$ cat config.mk
export PLATFORM = sky130hd
export DESIGN_NAME = aste_engine_top
export DESIGN_NICKNAME = d
export VERILOG_FILES = /design/src/pkg/aste_pkg.sv /design/src/rtl/aste_engine_top.sv
export SDC_FILE = /design/constraint.sdc
export NUM_CORES = 1
export LEC_CHECK = 0
export ABC_CLOCK_PERIOD_IN_PS = 4760
export BUFFER_PORTS_ARGS = -buffer_cell sky130_fd_sc_hd__buf_2
export CORE_ASPECT_RATIO = 0.7
export CORE_MARGIN = 1.5
export CORE_UTILIZATION = 50
export CTS_BUF_LIST = sky130_fd_sc_hd__clkbuf_4
export DETAILED_ROUTE_END_ITERATION = 6
export GPL_ROUTABILITY_DRIVEN = 0
export PLACE_DENSITY = 0.67
export SYNTH_ARGS = -nofsm -noshare
export SYNTH_HDL_FRONTEND = slang
export SYNTH_SLANG_ARGS = --single-unit
$ cat constraint.sdc
create_clock -name clk_i -period 4.76 [get_ports clk_i]
set_input_delay 0.952 -clock clk_i [delete_from_list [all_inputs] [get_ports clk_i]]
set_output_delay 0.952 -clock clk_i [all_outputs]
set_load 0.1 [all_outputs]
$ cat src/pkg/aste_pkg.sv
// constants and types of the analog-input sample timing engine block
// Operation
// - three independent analog-input timing engines
// - primary engine plus secondary zero and one
// - one engine sequences channels of many modules
// - refuse module claimed by two tasks
// - triggers from software, digital edge, analog compare
// - start, reference, pause from analog or digital
// - digital triggers from at most two modules
// - each sample clock pulse starts one sample
// - sample clock internal or external selectable
// - sample clock routable, active high by default
// - internal sample clock divides the timebase
// - timebase selectable, never driven to outputs
// - filters on engine 0 ext clock and digital triggers, not timebase
// - enabled filter samples input each filter tick
package aste_pkg;
    localparam int NUM_ENG = 3;
    localparam int NUM_MOD = 8;
    localparam int NUM_TERM = 2;
    localparam int NUM_DIG = 2;
    localparam int FILT_LEN = 4;
    // engine indices
    localparam int ENG_PRIMARY = 0;
    localparam int ENG_SEC_ZERO = 1;
    localparam int ENG_SEC_ONE = 2;
    // register word offsets (byte addresses); engine block stride
    localparam logic [7:0] ENG_STRIDE = 8'h10;
    localparam logic [3:0] OFS_CTRL = 4'h0;
    localparam logic [3:0] OFS_DIV = 4'h4;
    localparam logic [3:0] OFS_MODS = 4'h8;
    localparam logic [3:0] OFS_STAT = 4'hC;
    localparam logic [7:0] OFS_ROUTE = 8'h30;
    localparam logic [7:0] OFS_FILT = 8'h34;
    localparam logic [7:0] OFS_ERR = 8'h38;
    localparam logic [7:0] OFS_ID = 8'h3C;
    // identity value, arbitrary
    localparam logic [31:0] ID_VALUE = 32'h5A5A_0003;
    // control field positions
    localparam int CTRL_RUN = 0;
    localparam int CTRL_CLK_EXT = 1;
    localparam int CTRL_TB_EXT = 2;
    localparam int CTRL_SW_START = 3;
    localparam int CTRL_SW_REF = 4;
    localparam int CTRL_SW_PAUSE = 5;
    localparam int CTRL_ST_LSB = 8;
    localparam int CTRL_RF_LSB = 11;
    localparam int CTRL_PS_LSB = 14;
    localparam int CTRL_ST_EDGE = 17;
    localparam int CTRL_RF_EDGE = 18;
    localparam int CTRL_PS_LVL = 19;
    localparam int CTRL_CLK_SRC_LSB = 20;
    // trigger source selection codes (3 bits)
    localparam logic [2:0] SRC_SOFT = 3'h0;
    localparam logic [2:0] SRC_TERM0 = 3'h1;
    localparam logic [2:0] SRC_TERM1 = 3'h2;
    localparam logic [2:0] SRC_DIG0 = 3'h3;
    localparam logic [2:0] SRC_DIG1 = 3'h4;
    localparam logic [2:0] SRC_ANALOG = 3'h5;
    // route register: per terminal 4 bits: enable, engine(2), invert
    localparam int ROUTE_W = 4;
    localparam logic [31:0] CTRL_RESET = 32'h0000_0000;
    localparam logic [31:0] DIV_RESET = 32'h0000_0002;
    localparam logic [31:0] ROUTE_RESET = 32'h0000_0000;
    typedef enum logic [1:0] {
        ASTE_IDLE = 2'b00,
        ASTE_ARMED = 2'b01,
        ASTE_RUN = 2'b11,
        ASTE_DONE = 2'b10
    } aste_state_e;
endpackage : aste_pkg

$ cat src/rtl/aste_engine_top.sv
// three analog-input sample timing engines with a wishbone register file
//
// Implementation choices: the Wishbone slave port and the address map.
`timescale 1ns/100ps
module aste_engine_top (
    input wire logic clk_i,
    input wire logic rst_i,
    input wire logic wb_cyc_i,
    input wire logic wb_stb_i,
    input wire logic wb_we_i,
    input wire logic [7:0] wb_adr_i,
    input wire logic [3:0] wb_sel_i,
    input wire logic [31:0] wb_dat_i,
    output logic [31:0] wb_dat_o,
    output logic wb_ack_o,
    input wire logic timebase_ext_i,
    input wire logic timebase_int_i,
    input wire logic filter_tick_i,
    input wire logic [1:0] programmable_function_terminal_i,
    input wire logic [1:0] dig_trig_i,
    input wire logic [2:0] analog_cmp_i,
    input wire logic [2:0] ext_sample_clk_i,
    output logic [1:0] programmable_function_terminal_o,
    output logic [1:0] programmable_function_terminal_oe_o,
    output logic [2:0] sample_clk_o,
    output logic [2:0] running_o,
    output logic [2:0] paused_o,
    output logic [2:0] ref_seen_o
);
    localparam int NE = aste_pkg::NUM_ENG;
    localparam int NM = aste_pkg::NUM_MOD;

    // synchronise every outside input except the internal timebase with two flops before use
    // packed as ext clocks, comparators, digital, terminals, timebase, tick
    logic [11:0] async_in;
    logic [11:0] sync1_reg;
    logic [11:0] sync2_reg;
    assign async_in = {ext_sample_clk_i, analog_cmp_i, dig_trig_i,
                       programmable_function_terminal_i,
                       timebase_ext_i, filter_tick_i};
    always_ff @(posedge clk_i) begin
        if (rst_i) begin
            sync1_reg <= 12'h000;
            sync2_reg <= 12'h000;
        end else begin
            sync1_reg <= async_in;
            sync2_reg <= sync1_reg;
        end
    end
    logic filt_tick_s;
    logic tb_ext_s;
    logic [1:0] term_s;
    logic [1:0] dig_s;
    logic [2:0] acmp_s;
    logic [2:0] xclk_s;
    assign filt_tick_s = sync2_reg[0];
    assign tb_ext_s = sync2_reg[1];
    assign term_s = sync2_reg[3:2];
    assign dig_s = sync2_reg[5:4];        // at most two digital modules
    assign acmp_s = sync2_reg[8:6];
    assign xclk_s = sync2_reg[11:9];

    // filter clock edge detect on the synchronised copy
    logic filt_tick_d_reg;
    logic filt_edge;
    always_ff @(posedge clk_i) begin
        if (rst_i) filt_tick_d_reg <= 1'b0;
        else filt_tick_d_reg <= filt_tick_s;
    end
    assign filt_edge = filt_tick_s & ~filt_tick_d_reg;

    // registers
    logic [31:0] ctrl_reg [NE];
    logic [31:0] div_reg [NE];
    logic [NM-1:0] mods_reg [NE];
    logic [31:0] route_reg;
    logic [4:0] filt_en_reg;
    logic [NE-1:0] err_reg;

    // debouncing filters on terminals, digital triggers and engine 0 ext clock
    // the timebase input has no filter by design
    // a pulse shorter than four filter ticks never fills the history
    logic [4:0] filt_in;
    logic [4:0] filt_out;
    assign filt_in = {xclk_s[0], dig_s, term_s};
    genvar gf;
    generate
        for (gf = 0; gf < 5; gf++) begin : g_filt
            logic [aste_pkg::FILT_LEN-1:0] hist_reg;
            logic stable_reg;
            always_ff @(posedge clk_i) begin
                if (rst_i) begin
                    hist_reg <= '0;
                    stable_reg <= 1'b0;
                end else if (filt_edge) begin
                    // one sample per filter clock rising edge
                    hist_reg <= {hist_reg[aste_pkg::FILT_LEN-2:0],
                                 filt_in[gf]};
                    if (&hist_reg) stable_reg <= 1'b1;
                    else if (~|hist_reg) stable_reg <= 1'b0;
                end
            end
            assign filt_out[gf] = filt_en_reg[gf] ? stable_reg : filt_in[gf];
        end
    endgenerate
    logic [1:0] term_f;
    logic [1:0] dig_f;
    assign term_f = filt_out[1:0];
    assign dig_f = filt_out[3:2];

    // bus decode
    // a write lands on the edge that takes the request; ack follows it
    logic bus_req;
    logic bus_wr;
    logic [1:0] eng_sel;
    logic [3:0] eng_ofs;
    logic in_eng;
    assign bus_req = wb_cyc_i & wb_stb_i & ~wb_ack_o;
    assign bus_wr = bus_req & wb_we_i;
    assign eng_sel = wb_adr_i[5:4];
    assign eng_ofs = wb_adr_i[3:0];
    assign in_eng = (wb_adr_i[7:6] == 2'b00) && (eng_sel != 2'b11);

    // a module already claimed by another engine is refused
    logic [NM-1:0] claimed_other [NE];
    logic [NE-1:0] mods_conflict;
    always_comb begin
        for (int e = 0; e < NE; e++) begin
            claimed_other[e] = '0;
            for (int o = 0; o < NE; o++)
                if (o != e) claimed_other[e] |= mods_reg[o];
            mods_conflict[e] = |(wb_dat_i[NM-1:0] & claimed_other[e]);
        end
    end

    // per engine logic: one engine instance each, independent
    logic [NE-1:0] sclk_pulse;
    genvar ge;
    generate
        for (ge = 0; ge < NE; ge++) begin : g_eng
            logic wr_here;
            assign wr_here = bus_wr && in_eng && eng_sel == 2'(ge);
            logic [31:0] c;
            assign c = ctrl_reg[ge];

            // register writes; software trigger bits self clear
            always_ff @(posedge clk_i) begin
                if (rst_i) begin
                    ctrl_reg[ge] <= aste_pkg::CTRL_RESET;
                    div_reg[ge] <= aste_pkg::DIV_RESET;
                    mods_reg[ge] <= '0;
                    err_reg[ge] <= 1'b0;
                end else begin
                    ctrl_reg[ge][aste_pkg::CTRL_SW_START +: 3] <= 3'b000;
                    if (wr_here && eng_ofs == aste_pkg::OFS_CTRL)
                        ctrl_reg[ge] <= wb_dat_i;
                    if (wr_here && eng_ofs == aste_pkg::OFS_DIV)
                        div_reg[ge] <= wb_dat_i;
                    if (wr_here && eng_ofs == aste_pkg::OFS_MODS) begin
                        if (mods_conflict[ge]) err_reg[ge] <= 1'b1;
                        else mods_reg[ge] <= wb_dat_i[NM-1:0];
                    end
                    // one request per bus cycle: a claim error and a clear
                    if (bus_wr && wb_adr_i == aste_pkg::OFS_ERR &&
                        wb_dat_i[ge] && !(wr_here && mods_conflict[ge]))
                        err_reg[ge] <= 1'b0;
                end
            end

            // trigger source select: software, digital, analog
            function automatic logic pick(input logic [2:0] s,
                                          input logic sw);
                case (s)
                    aste_pkg::SRC_SOFT: pick = sw;
                    aste_pkg::SRC_TERM0: pick = term_f[0];
                    aste_pkg::SRC_TERM1: pick = term_f[1];
                    aste_pkg::SRC_DIG0: pick = dig_f[0];
                    aste_pkg::SRC_DIG1: pick = dig_f[1];
                    aste_pkg::SRC_ANALOG: pick = acmp_s[ge];
                    default: pick = 1'b0;
                endcase
            endfunction
            logic st_raw;
            logic rf_raw;
            logic ps_raw;
            assign st_raw = pick(c[aste_pkg::CTRL_ST_LSB +: 3],
                                 c[aste_pkg::CTRL_SW_START])
                            ^ c[aste_pkg::CTRL_ST_EDGE];
            assign rf_raw = pick(c[aste_pkg::CTRL_RF_LSB +: 3],
                                 c[aste_pkg::CTRL_SW_REF])
                            ^ c[aste_pkg::CTRL_RF_EDGE];
            assign ps_raw = pick(c[aste_pkg::CTRL_PS_LSB +: 3],
                                 c[aste_pkg::CTRL_SW_PAUSE])
                            ^ c[aste_pkg::CTRL_PS_LVL];
            logic st_d_reg;
            logic rf_d_reg;
            logic st_edge;
            logic rf_edge;
            assign st_edge = st_raw & ~st_d_reg;
            assign rf_edge = rf_raw & ~rf_d_reg;

            // timebase: internal or external, kept on-chip
            logic tb;
            logic tb_d_reg;
            logic tb_edge;
            assign tb = c[aste_pkg::CTRL_TB_EXT] ? tb_ext_s : timebase_int_i;
            assign tb_edge = tb & ~tb_d_reg;

            // external sample clock source: filtered pin for engine 0, raw pin for the others
            logic xsrc;
            logic xsrc_d_reg;
            assign xsrc = (ge == 0) ? filt_out[4] : xclk_s[ge];

            aste_pkg::aste_state_e st_reg;
            logic [31:0] cnt_reg;
            logic div_hit;
            logic int_pulse;
            logic ext_pulse;
            // a divisor of zero or one pulses on every timebase edge
            assign div_hit = (cnt_reg + 32'h0000_0001 >= div_reg[ge]);
            assign int_pulse = tb_edge && div_hit;
            assign ext_pulse = xsrc & ~xsrc_d_reg;
            // pulse stops while paused; each pulse starts one sample
            assign sclk_pulse[ge] = (st_reg == aste_pkg::ASTE_RUN) &&
                                    !ps_raw &&
                                    (c[aste_pkg::CTRL_CLK_EXT] ?
                                     ext_pulse : int_pulse);

            always_ff @(posedge clk_i) begin
                if (rst_i) begin
                    st_d_reg <= 1'b0;
                    rf_d_reg <= 1'b0;
                    tb_d_reg <= 1'b0;
                    xsrc_d_reg <= 1'b0;
                    cnt_reg <= 32'h0000_0000;
                    st_reg <= aste_pkg::ASTE_IDLE;
                end else begin
                    st_d_reg <= st_raw;
                    rf_d_reg <= rf_raw;
                    tb_d_reg <= tb;
                    xsrc_d_reg <= xsrc;
                    // divisor counter advances per timebase edge
                    if (st_reg != aste_pkg::ASTE_RUN)
                        cnt_reg <= 32'h0000_0000;
                    else if (tb_edge && !ps_raw)
                        cnt_reg <= div_hit ? 32'h0000_0000
                                           : cnt_reg + 32'h0000_0001;
                    case (st_reg)
                        aste_pkg::ASTE_IDLE:
                            if (c[aste_pkg::CTRL_RUN])
                                st_reg <= aste_pkg::ASTE_ARMED;
                        aste_pkg::ASTE_ARMED:
                            if (!c[aste_pkg::CTRL_RUN])
                                st_reg <= aste_pkg::ASTE_IDLE;
                            else if (st_edge)
                                st_reg <= aste_pkg::ASTE_RUN;
                        aste_pkg::ASTE_RUN:
                            if (!c[aste_pkg::CTRL_RUN])
                                st_reg <= aste_pkg::ASTE_IDLE;
                            else if (rf_edge)
                                st_reg <= aste_pkg::ASTE_DONE;
                        aste_pkg::ASTE_DONE:
                            if (!c[aste_pkg::CTRL_RUN])
                                st_reg <= aste_pkg::ASTE_IDLE;
                        default: st_reg <= aste_pkg::ASTE_IDLE;
                    endcase
                end
            end

            // status outputs from flops
            always_ff @(posedge clk_i) begin
                if (rst_i) begin
                    sample_clk_o[ge] <= 1'b0;
                    running_o[ge] <= 1'b0;
                    paused_o[ge] <= 1'b0;
                    ref_seen_o[ge] <= 1'b0;
                end else begin
                    sample_clk_o[ge] <= sclk_pulse[ge]; // one cycle
                    running_o[ge] <= st_reg == aste_pkg::ASTE_RUN;
                    paused_o[ge] <= st_reg == aste_pkg::ASTE_RUN && ps_raw;
                    ref_seen_o[ge] <= st_reg == aste_pkg::ASTE_DONE;
                end
            end
        end
    endgenerate

    // terminal routing: [0]=enable [2:1]=engine [3]=invert
    // only sample clocks are routable, the timebase never is
    logic [1:0] term_q_reg;
    genvar gt;
    generate
        for (gt = 0; gt < aste_pkg::NUM_TERM; gt++) begin : g_term
            logic [3:0] r;
            logic p;
            assign r = route_reg[gt*aste_pkg::ROUTE_W +: aste_pkg::ROUTE_W];
            assign p = (r[2:1] == 2'b11) ? 1'b0 : sclk_pulse[r[2:1]];
            always_ff @(posedge clk_i) begin
                if (rst_i) term_q_reg[gt] <= 1'b0;
                else term_q_reg[gt] <= p ^ r[3]; // active high default
            end
            assign programmable_function_terminal_o[gt] = term_q_reg[gt];
            assign programmable_function_terminal_oe_o[gt] = r[0];
        end
    endgenerate

    // shared registers and bus answer, one wait state
    always_ff @(posedge clk_i) begin
        if (rst_i) begin
            route_reg <= aste_pkg::ROUTE_RESET;
            filt_en_reg <= 5'h00;
        end else begin
            if (bus_wr && wb_adr_i == aste_pkg::OFS_ROUTE)
                route_reg <= wb_dat_i;
            if (bus_wr && wb_adr_i == aste_pkg::OFS_FILT)
                filt_en_reg <= wb_dat_i[4:0];
        end
    end

    logic [31:0] rd_mux;
    logic [1:0] es;
    assign es = (eng_sel == 2'b11) ? 2'b00 : eng_sel;
    assign rd_mux =
        !in_eng ? (wb_adr_i == aste_pkg::OFS_ROUTE ? route_reg :
                   wb_adr_i == aste_pkg::OFS_FILT ? {27'h0, filt_en_reg} :
                   wb_adr_i == aste_pkg::OFS_ERR ? {29'h0, err_reg} :
                   wb_adr_i == aste_pkg::OFS_ID ? aste_pkg::ID_VALUE :
                   32'h0000_0000) :
        eng_ofs == aste_pkg::OFS_CTRL ? ctrl_reg[es] :
        eng_ofs == aste_pkg::OFS_DIV ? div_reg[es] :
        eng_ofs == aste_pkg::OFS_MODS ? {24'h0, mods_reg[es]} :
        eng_ofs == aste_pkg::OFS_STAT ?
            {28'h0, ref_seen_o[es], paused_o[es], running_o[es],
             err_reg[es]} : 32'h0000_0000;

    // ack is registered: one wait state, and it drops after one cycle
    always_ff @(posedge clk_i) begin
        if (rst_i) begin
            wb_ack_o <= 1'b0;
            wb_dat_o <= 32'h0000_0000;
        end else begin
            wb_ack_o <= bus_req;
            wb_dat_o <= rd_mux;
        end
    end
endmodule : aste_engine_top

; ---- Yosys cells after proc, flatten, opt, wreduce, memory -nomap -nowiden
; Memory sizes are Yosys's and may differ from the RTL's.
; Index checks and enable logic that the tools add are counted.
[op_classes]
eq_ne = 87
n_lt_le_gt_ge = 6
reduce_logical = 92
n_addsub = 3
bitwise = 65
muxes = 129
[op_table]
columns = cell, n
row1 = $mux 32, 10
row2 = $add 32x1->32 const B, 3
row3 = $ge 32x32->1, 3
row4 = $mux 31, 3
row5 = $mux 26, 3
row6 = $mux 1, 62
row7 = $eq 3x2->1 const B, 18
row8 = $eq 3x3->1 const B, 18
row9 = $pmux 1 s6, 9
row10 = $logic_and 1x1->1, 41
row11 = $mux 2, 19
row12 = $eq 8x6->1 const B, 4
row13 = $mux 8, 4
row14 = $reduce_and 4->1, 8
row15 = $ne 2x2->1 const B, 15
row16 = $eq 3x1->1 const B, 9
row17 = $logic_not 3->1, 9
row18 = $mux 3, 9
row19 = $and 8x8->8, 3
row20 = $or 8x8->8, 3
row21 = $pmux 2 s4, 3
row22 = $reduce_or 8->1, 3
row23 = $eq 2x2->1 const B, 10
row24 = $reduce_or 4->1, 5
row25 = 16 further kinds, 108
[totals]
memories = 3
elab_cells = 437
register_bits = 251
inputBits = 62
output_inout_bits = 49
ramBits = 216
[memory_table]
columns = memory, depth, width, read_ports, rd_ports_with_merged_regs, write_ports, line_no
row1 = ctrl_reg, 3, 32, 4, 0, 3, aste_engine_top.sv:73  ; logic [31:0] ctrl_reg [NE];
row2 = div_reg, 3, 32, 4, 0, 3, aste_engine_top.sv:74  ; logic [31:0] div_reg [NE];
row3 = mods_reg, 3, 8, 4, 0, 3, aste_engine_top.sv:75  ; logic [NM-1:0] mods_reg [NE];

; ---- Longest topological paths before layout
; Gate-level depths: netlist of the first run.
; An unclocked memory read counts as a cell.
[logic_depth]
word_depth = 11
mapped_depth = 22
depth_no_buf = 18

; ---- Worst setup path after synthesis of the first run
; OpenSTA, ideal clock, no wires.
[synth_path]
kind = input to register
start = input port wb_cyc_i
end = memory div_reg[0][0] (enable)
arrival_time_ps = 3702
required_time_ps = 4332
setup_time_ps = 428
path_slack_ps = 630
path_buffers = 0
path_stages = 5
path_cell_list = nand2_1 > nor3b_1 > nand2_1 > or3_1 > o21bai_1
[synth_lines]
columns = element, line_no
row1 = start: declaration, aste_engine_top.sv:8  ; input wire logic wb_cyc_i,
row2 = end: declaration, aste_engine_top.sv:74

; ---- Final worst setup path of the first run
[layout_path]
start = register g_eng[0].cnt_reg[7]
end = register term_q_reg[0] (netlist: programmable_function_terminal_o[0])
[layout_via]
elab_chain_len = 9
[layout_rtl]
columns = element, line_no
row1 = start: declaration, aste_engine_top.sv:215  ; logic [31:0] cnt_reg;
row2 = start signal: assignment, aste_engine_top.sv:246  ; cnt_reg <= div_hit ? 32'h0000_0000
row3 = $add 32x1->32, aste_engine_top.sv:220  ; assign div_hit = (cnt_reg + 32'h0000_0001 >= div_reg[ge]);
row4 = $ge 32x32->1, aste_engine_top.sv:220
row5 = $logic_and 1x1->1, aste_engine_top.sv:221  ; assign int_pulse = tb_edge && div_hit;
row6 = $mux 1, aste_engine_top.sv:226  ; (c[aste_pkg::CTRL_CLK_EXT] ?
row7 = $logic_and 1x1->1, aste_engine_top.sv:225  ; !ps_raw &&
row8 = $bmux 1 s2, aste_engine_top.sv:296  ; assign p = (r[2:1] == 2'b11) ? 1'b0 : sclk_pulse[r[2:1]];
row9 = $mux 1 (implied by the code), aste_engine_top.sv:296
row10 = $mux 1, aste_engine_top.sv:296
row11 = $xor 1x1->1, aste_engine_top.sv:299  ; else term_q_reg[gt] <= p ^ r[3];
row12 = end signal: indexed assignment, aste_engine_top.sv:299
row13 = end: declaration, aste_engine_top.sv:289  ; logic [1:0] term_q_reg;
; No other way between the ends. The select of a mux whose other input is x is not followed.
; A chain may end at the register's enable or synchronous reset.

==> results.tsv, run 1 <==
metric	value	unit
initial antenna violation count	5	
CTS clk-pin slew, worst paths	0.07	ns
RSZ-0062 raised after global routing	false	
grt ovf	0	
final setup violating endpoints	0	
total die area	49200	um2
Hold Path Class	in2reg	
number of max-slew violations in the final report	0	
CP endpoint kind	flip-flop	
dpl hpwl	46700	um
DR vias/cell	5.78	
most frequent cells in the layout	dfxtp_1 (257), nand2_1 (256), and2_1 (224), a21oi_1 (211), edfxtp_1 (210)	
Worst setup SP type	flip-flop	
area of the multi-input gates	11600	um2
H-tree Lvls	3	
placed cell area	25200	um2
post-layout min period	4.40	ns
final net count	2799	
vias	19372	
Critical Path AT	5.18	ns
Setup CP Type	reg2reg	
synthesized area	23900	um2
synth warn	0	
Final Hold Vio Count	0	
f_max	227	MHz
chip height	186	um
Synth Area in XOR/XNOR	3.72	%
worst reg2reg setup slack	0.36	ns
Port Buffers	106	
first-pass GRT wire length	102000	um
initial detailed-routing violation count	1992	
largest family of logic cells by synthesized area	simple AND/OR/NAND/NOR gates	
Worst EP required	5.53	ns
Compound-Gate Fraction of Synth Area	13.0	%
design area	26700	um2
maxcap violations	0	
Reg area	11500	um2
post-route setup TNS	0	ns
Die Wd	264	um
Yosys cell types	77	
Initial Util	51.1	%
CTS Buffer Depth	3	
clk_lat worst skew	0.92	ns
Leak	10.4	nW
asr flop ratio synth	0	%
ys flop type	dfxtp_1	
mean post-synth cell area	9.58	um2
antenna viol nets, final	0	
area of the core	46800	um2
status	finished, final reports clean	
drt first pass iters	5	
DRC Markers	0	
CTS tree	yes	
Max-slew headroom	21.1	%
top cells by area, synth	edfxtp_1 (26%), dfxtp_1 (22%), and2_1 (5.9%)	
worst slew pin tran	1.18	ns
CP max FO	6	
clk sinks	467	
share of the synthesized area in the top cell type	26.4	%
drt wl/cell	19.6	um
biggest area consumer among synthesized cells	edfxtp_1	
post-synthesis mux area share	5.23	%
Synth Area in Simple Gates	21.0	%
Peak supply drop	0.227	mV
Synth Area in Adders	5.18	%
routed wire length	65800	um
number of synthesized flops with an enable pin	210	
layout cell share with drive strength beyond 1	15.9	%
io pins	111	
Final period util	92.5	%
Seq cells post-synth	467	
row count	66	
register area share after synthesis	47.9	%
TritonCTS Buffers	113	
Syn Inst Count	2497	
commonest non-fill, non-tap cell in the layout	dfxtp_1	
Fin Clk Skew	0.0611	ns
P&R area growth vs syn	11.8	%
pwr/cell area	307	nW/um2
CTS root buf	clkbuf_4	
largest net degree at the start of global routing	68	
vias in the first global route	18287	
Fill cells	4077	
Total Routing Usage GR	26.8	%
==> cells in the mapped netlist, drive strengths merged, types with 15 or more instances <==
library cell  count
clkbuf          125
mux4             26
nand3            48
inv             108
a21oi           212
a22oi            44
mux2             15
nor3             45
a211oi           20
nor2b            50
o211ai           19
and2            225
and3             33
mux2i            48
nand4            34
and4             15
nand2b           15
o21ai           108
nand2           258
xnor2            60
edfxtp          210
nand3b           27
dfxtp           257
nor2            200
xor2             39
buf              18
o22ai            16
ha               99
==> per-stage QoR <==
stage	worst slack, ns	total power [W]	cells	hold WS, ns	utilization, %
global placement	0.276	0.00494	3134	0.419	53.9
global route	0.0519	0.00854	3353	0.205	57.1
finish	0.357	0.00822	3353	0.248	57.1
floorplan	0.630	0.00474	2499	0.410	-
detailed placement	0.122	0.00496	3134	0.427	53.9
CTS	0.0686	0.00827	3347	0.186	57.0
==> path summary, 6_finish.rpt <==
path / depth (start not counted) / from / to
max: 16 / g_eng[0].cnt_reg[7] / programmable_function_terminal_o[0]
min: 2 / analog_cmp_i[1] / sync1_reg[7]
max reg2reg: 16 / g_eng[0].cnt_reg[7] / programmable_function_terminal_o[0]
min reg2reg: 1 / sync1_reg[11] / sync2_reg[11]
==> kinds of logic after synthesis <==
| logic type | count (synthesis) |
|---|---|
| other cells | 1 |
| compound gates | 509 |
| flops | 467 |
| mux | 89 |
| fa+ha+maj | 99 |
| simple gates | 982 |
| xor+xnor | 99 |
| buf+inv | 251 |
==> what timing repair did <==
| action | in CTS | in global routing |
|---|---|---|
| hold buffers | 0 | 0 |
| endpoints found under the hold margin | 0 | 0 |
| buffers inserted | 0 | 1 |
| gates resized for setup | 0 | 17 |
| endpoints found under the setup margin | 0 | 40 |
==> layer usage <==
metal | GRT usage (%) | vias up | share of wire [%]
met5 | 0 | - | 0
met4 | 8.74 | 0 | 2.6
met3 | 5.45 | 132 | 9.2
met2 | 41.8 | 887 | 44
met1 | 37.4 | 9168 | 44
li1 | - | 9185 | -
==> critical path, cell delays in order, from the launching register on <==
cell	delay [ns]
dfxtp_1	0.43
nand2_1	0.14
nor3_1	0.40
nand4_1	0.32
nor2_1	0.33
nand3_1	0.14
xnor2_1	0.23
ha_1	0.28
a21o_1	0.18
a21o_1	0.17
a21oi_1	0.12
o21ai_0	0.14
a221o_1	0.39
and2_1	0.27
a211oi_2	0.25
buf_4	0.15
mux2_1	0.30
==> final cells by class <==
| type | instances | area share, % |
|---|---|---|
| timing repair buffer | 167 | 3.80 |
| multi-input combinational | 1781 | 43.5 |
| tap | 612 | 2.86 |
| antenna | 5 | 0.0468 |
| inverter | 108 | 1.52 |
| clock inverter | 51 | 0.898 |
| clock buffer | 162 | 4.55 |
| sequential | 467 | 42.8 |
==> power by group <==
group | internal, W | switching [W]
sequential | 0.00427 | 0.0000615
combinational | 0.000165 | 0.000382
clock | 0.00163 | 0.00171
total | 0.00607 | 0.00215
No activity file was read; power rests on OpenSTA's default activity.
==> run 2: changes to the inputs <==
ABC_CLOCK_PERIOD_IN_PS = 3600   (was 4760)
PLACE_DENSITY = 0.7   (was 0.67)
clock period = 3.6 ns   (was 4.76 ns; I/O delays follow)
==> results.tsv, run 2 (synthesis gave the netlist of run 1 again) <==
metric	value	unit	change
Die Wd	264	um	unchanged
post-layout min period	3.87	ns	-0.533 ns
layout cell share with drive strength beyond 1	29.3	%	+13 points
grt met3 use	4.62	%	-0.83 points
global route hottest layer	met2		
Clock power frac	40.5	%	-0.2 points
io pins	111		unchanged
final setup margin	-0.270	ns	-0.627 ns
Port Buffers	106		unchanged
CTS clk-pin slew, worst paths	0.07	ns	about the same
initial detailed-routing violation count	2104		+5.6%
maxcap violations	0		unchanged
Worst setup SP type	flip-flop		
status	finished, violations left		
Max-slew headroom	38.4	%	+17 points
total die area	49200	um2	unchanged
clk sinks	467		unchanged
Pint	0.00809	W	+33%
hold slack	0.0703	ns	-0.177 ns
first-pass GRT wire length	109000	um	+7.0%
f_max	258	MHz	+14%
H-tree Lvls	3		unchanged
final setup violating endpoints	80		+80
drt first pass iters	6		+1
Peak supply drop	0.293	mV	+29%
design area	29800	um2	+11%
clk_lat worst skew	0.88	ns	-0.04 ns
placed insts	3274		+4.5%
RSZ-0062 raised after global routing	true		
Setup CP Type	reg2reg		
antenna viol nets, final	0		unchanged
Final period util	107	%	+15 points
commonest non-fill, non-tap cell in the layout	dfxtp_1		
Total Routing Usage GR	28.4	%	+1.6 points
vias in the first global route	20036		+9.6%
Fin Clk Skew	0.0709	ns	+0.00979 ns
DR vias/cell	5.84		+1.1%
initial antenna violation count	6		+1
TritonCTS Buffers	112		-0.88%
Final Hold Vio Count	0		unchanged
CP max FO	3		-3
routed wire length	71900	um	+9.3%
Reg power frac	51.9	%	-0.8 points
violated checks	setup timing		
DRC Markers	0		unchanged
grt ovf	0		unchanged
row count	66		unchanged
Hold Path Class	in2reg		
Worst EP required	4.34	ns	-1.19 ns
CTS root buf	clkbuf_4		
Post-Layout Cell Count	3549		+5.8%
CTS Buffer Depth	3		unchanged
CP endpoint kind	flip-flop		
M2 GR Usage	45.9	%	+4.1 points
vias	20737		+7.0%
most frequent cells in the layout	dfxtp_1 (240), nand2_1 (231), and2_1 (220), buf_4 (215), edfxtp_1 (210)		
largest net degree at the start of global routing	69		+1.5%
hold_buf cts	0		unchanged
Critical Path AT	4.61	ns	-0.57 ns
pwr/cell area	370	nW/um2	+20%
Net Sw Frac	26.7	%	+0.45 points
worst slew pin tran	0.924	ns	-0.251 ns
number of max-slew violations in the final report	0		unchanged
Leak	12.1	nW	+16%
dpl hpwl	48900	um	+4.7%
met1 usage	39.0	%	+1.6 points
Net Sw Power	0.00294	W	+36%
Initial Util	51.1	%	unchanged
chip height	186	um	unchanged
area of the core	46800	um2	unchanged
drt wl/cell	20.3	um	+3.2%
placed cell area	26400	um2	+4.8%
CTS tree	yes		
P&R area growth vs syn	24.6	%	
final net count	2996		+7.0%
Logic pwr share	7.6	%	+0.9 points
==> run 2: cell types whose count changed in the layout (fill, tap and decap cells not counted), sizes merged <==
cell	previous run	this run
clkinvlp	3	0
clkinv	45	40
inv	110	112
buf	167	363
clkbuf	162	168
nor2	200	201
bufinv	1	0
==> run 2: area by class of cell <==
| cell class | instances | area [um2] |
|---|---|---|
| clock buffer | 167 | 1250 |
| multi-input combinational | 1782 | 12800 |
| antenna | 5 | 12.5 |
| fill | 3729 | 17000 |
| inverter | 108 | 405 |
| clock inverter | 44 | 226 |
| tap | 612 | 766 |
| sequential | 467 | 11500 |
| timing repair buffer | 364 | 2830 |
==> run 2: worst paths after layout <==
path	startpoint	to	slack [ns]	cells after the start
max reg2reg	g_eng[0].cnt_reg[1]	programmable_function_terminal_o[1]	-0.27	16
min	dig_trig_i[0]	sync1_reg[4]	0.07	2
max	g_eng[0].cnt_reg[1]	programmable_function_terminal_o[1]	-0.27	16
min reg2reg	sync1_reg[4]	sync2_reg[4]	0.44	1
==> run 2: what timing repair did <==
action,CTS,global route
buffers inserted,25,40
setup endpoints to repair,101,101
gates resized for setup,168,174
pin swaps,118,112
gates cloned,6,1
==> run 2: layer usage <==
metal / part of all wire, % / wire length [um] / vias to the layer above
met5: 0 / 0 / -
met4: 2.6 / 1830 / 0
met3: 8.2 / 5870 / 161
met2: 46 / 33300 / 963
met1: 43 / 30900 / 10022
li1: - / - / 9591
==> run 2: power groups by stage <==
stage	sequential [W]	clock [W]	combinational, W
4_1_cts	0.00572	0.00454	0.000797
6_report	0.00572	0.00447	0.000837
2_1_floorplan	0.00585	0	0.000413
3_3_place_gp	0.00584	0	0.000707
3_5_place_dp	0.00584	0	0.000728
5_1_grt	0.00573	0.00482	0.000887
==> run 2: metrics by stage <==
step,power (W),utilization [%],setup TNS (ns),setup slack [ns]
2_1_floorplan,0.00627,-,-0.0215,-0.0215
3_3_place_gp,0.00654,56.5,-25.94,-0.394
3_5_place_dp,0.00657,56.5,-36.73,-0.523
4_1_cts,0.0111,61.7,-15.76,-0.384
5_1_grt,0.0114,63.6,-26.64,-0.406
6_report,0.0110,63.6,-11.19,-0.270
==> run 2: critical path, cell delays in order, from the launching register on <==
cell and delay, ns:
dfxtp_2 0.35, and3_4 0.19, and4_4 0.27, nand4_1 0.11, buf_4 0.17, buf_4 0.14, nor2_2 0.08, xor2_1 0.22
ha_1 0.29, a21o_1 0.19, a21o_1 0.20, a21oi_2 0.16, o21ai_1 0.09, a221o_2 0.48, and2_4 0.20, a211oi_2 0.26
mux2_1 0.34
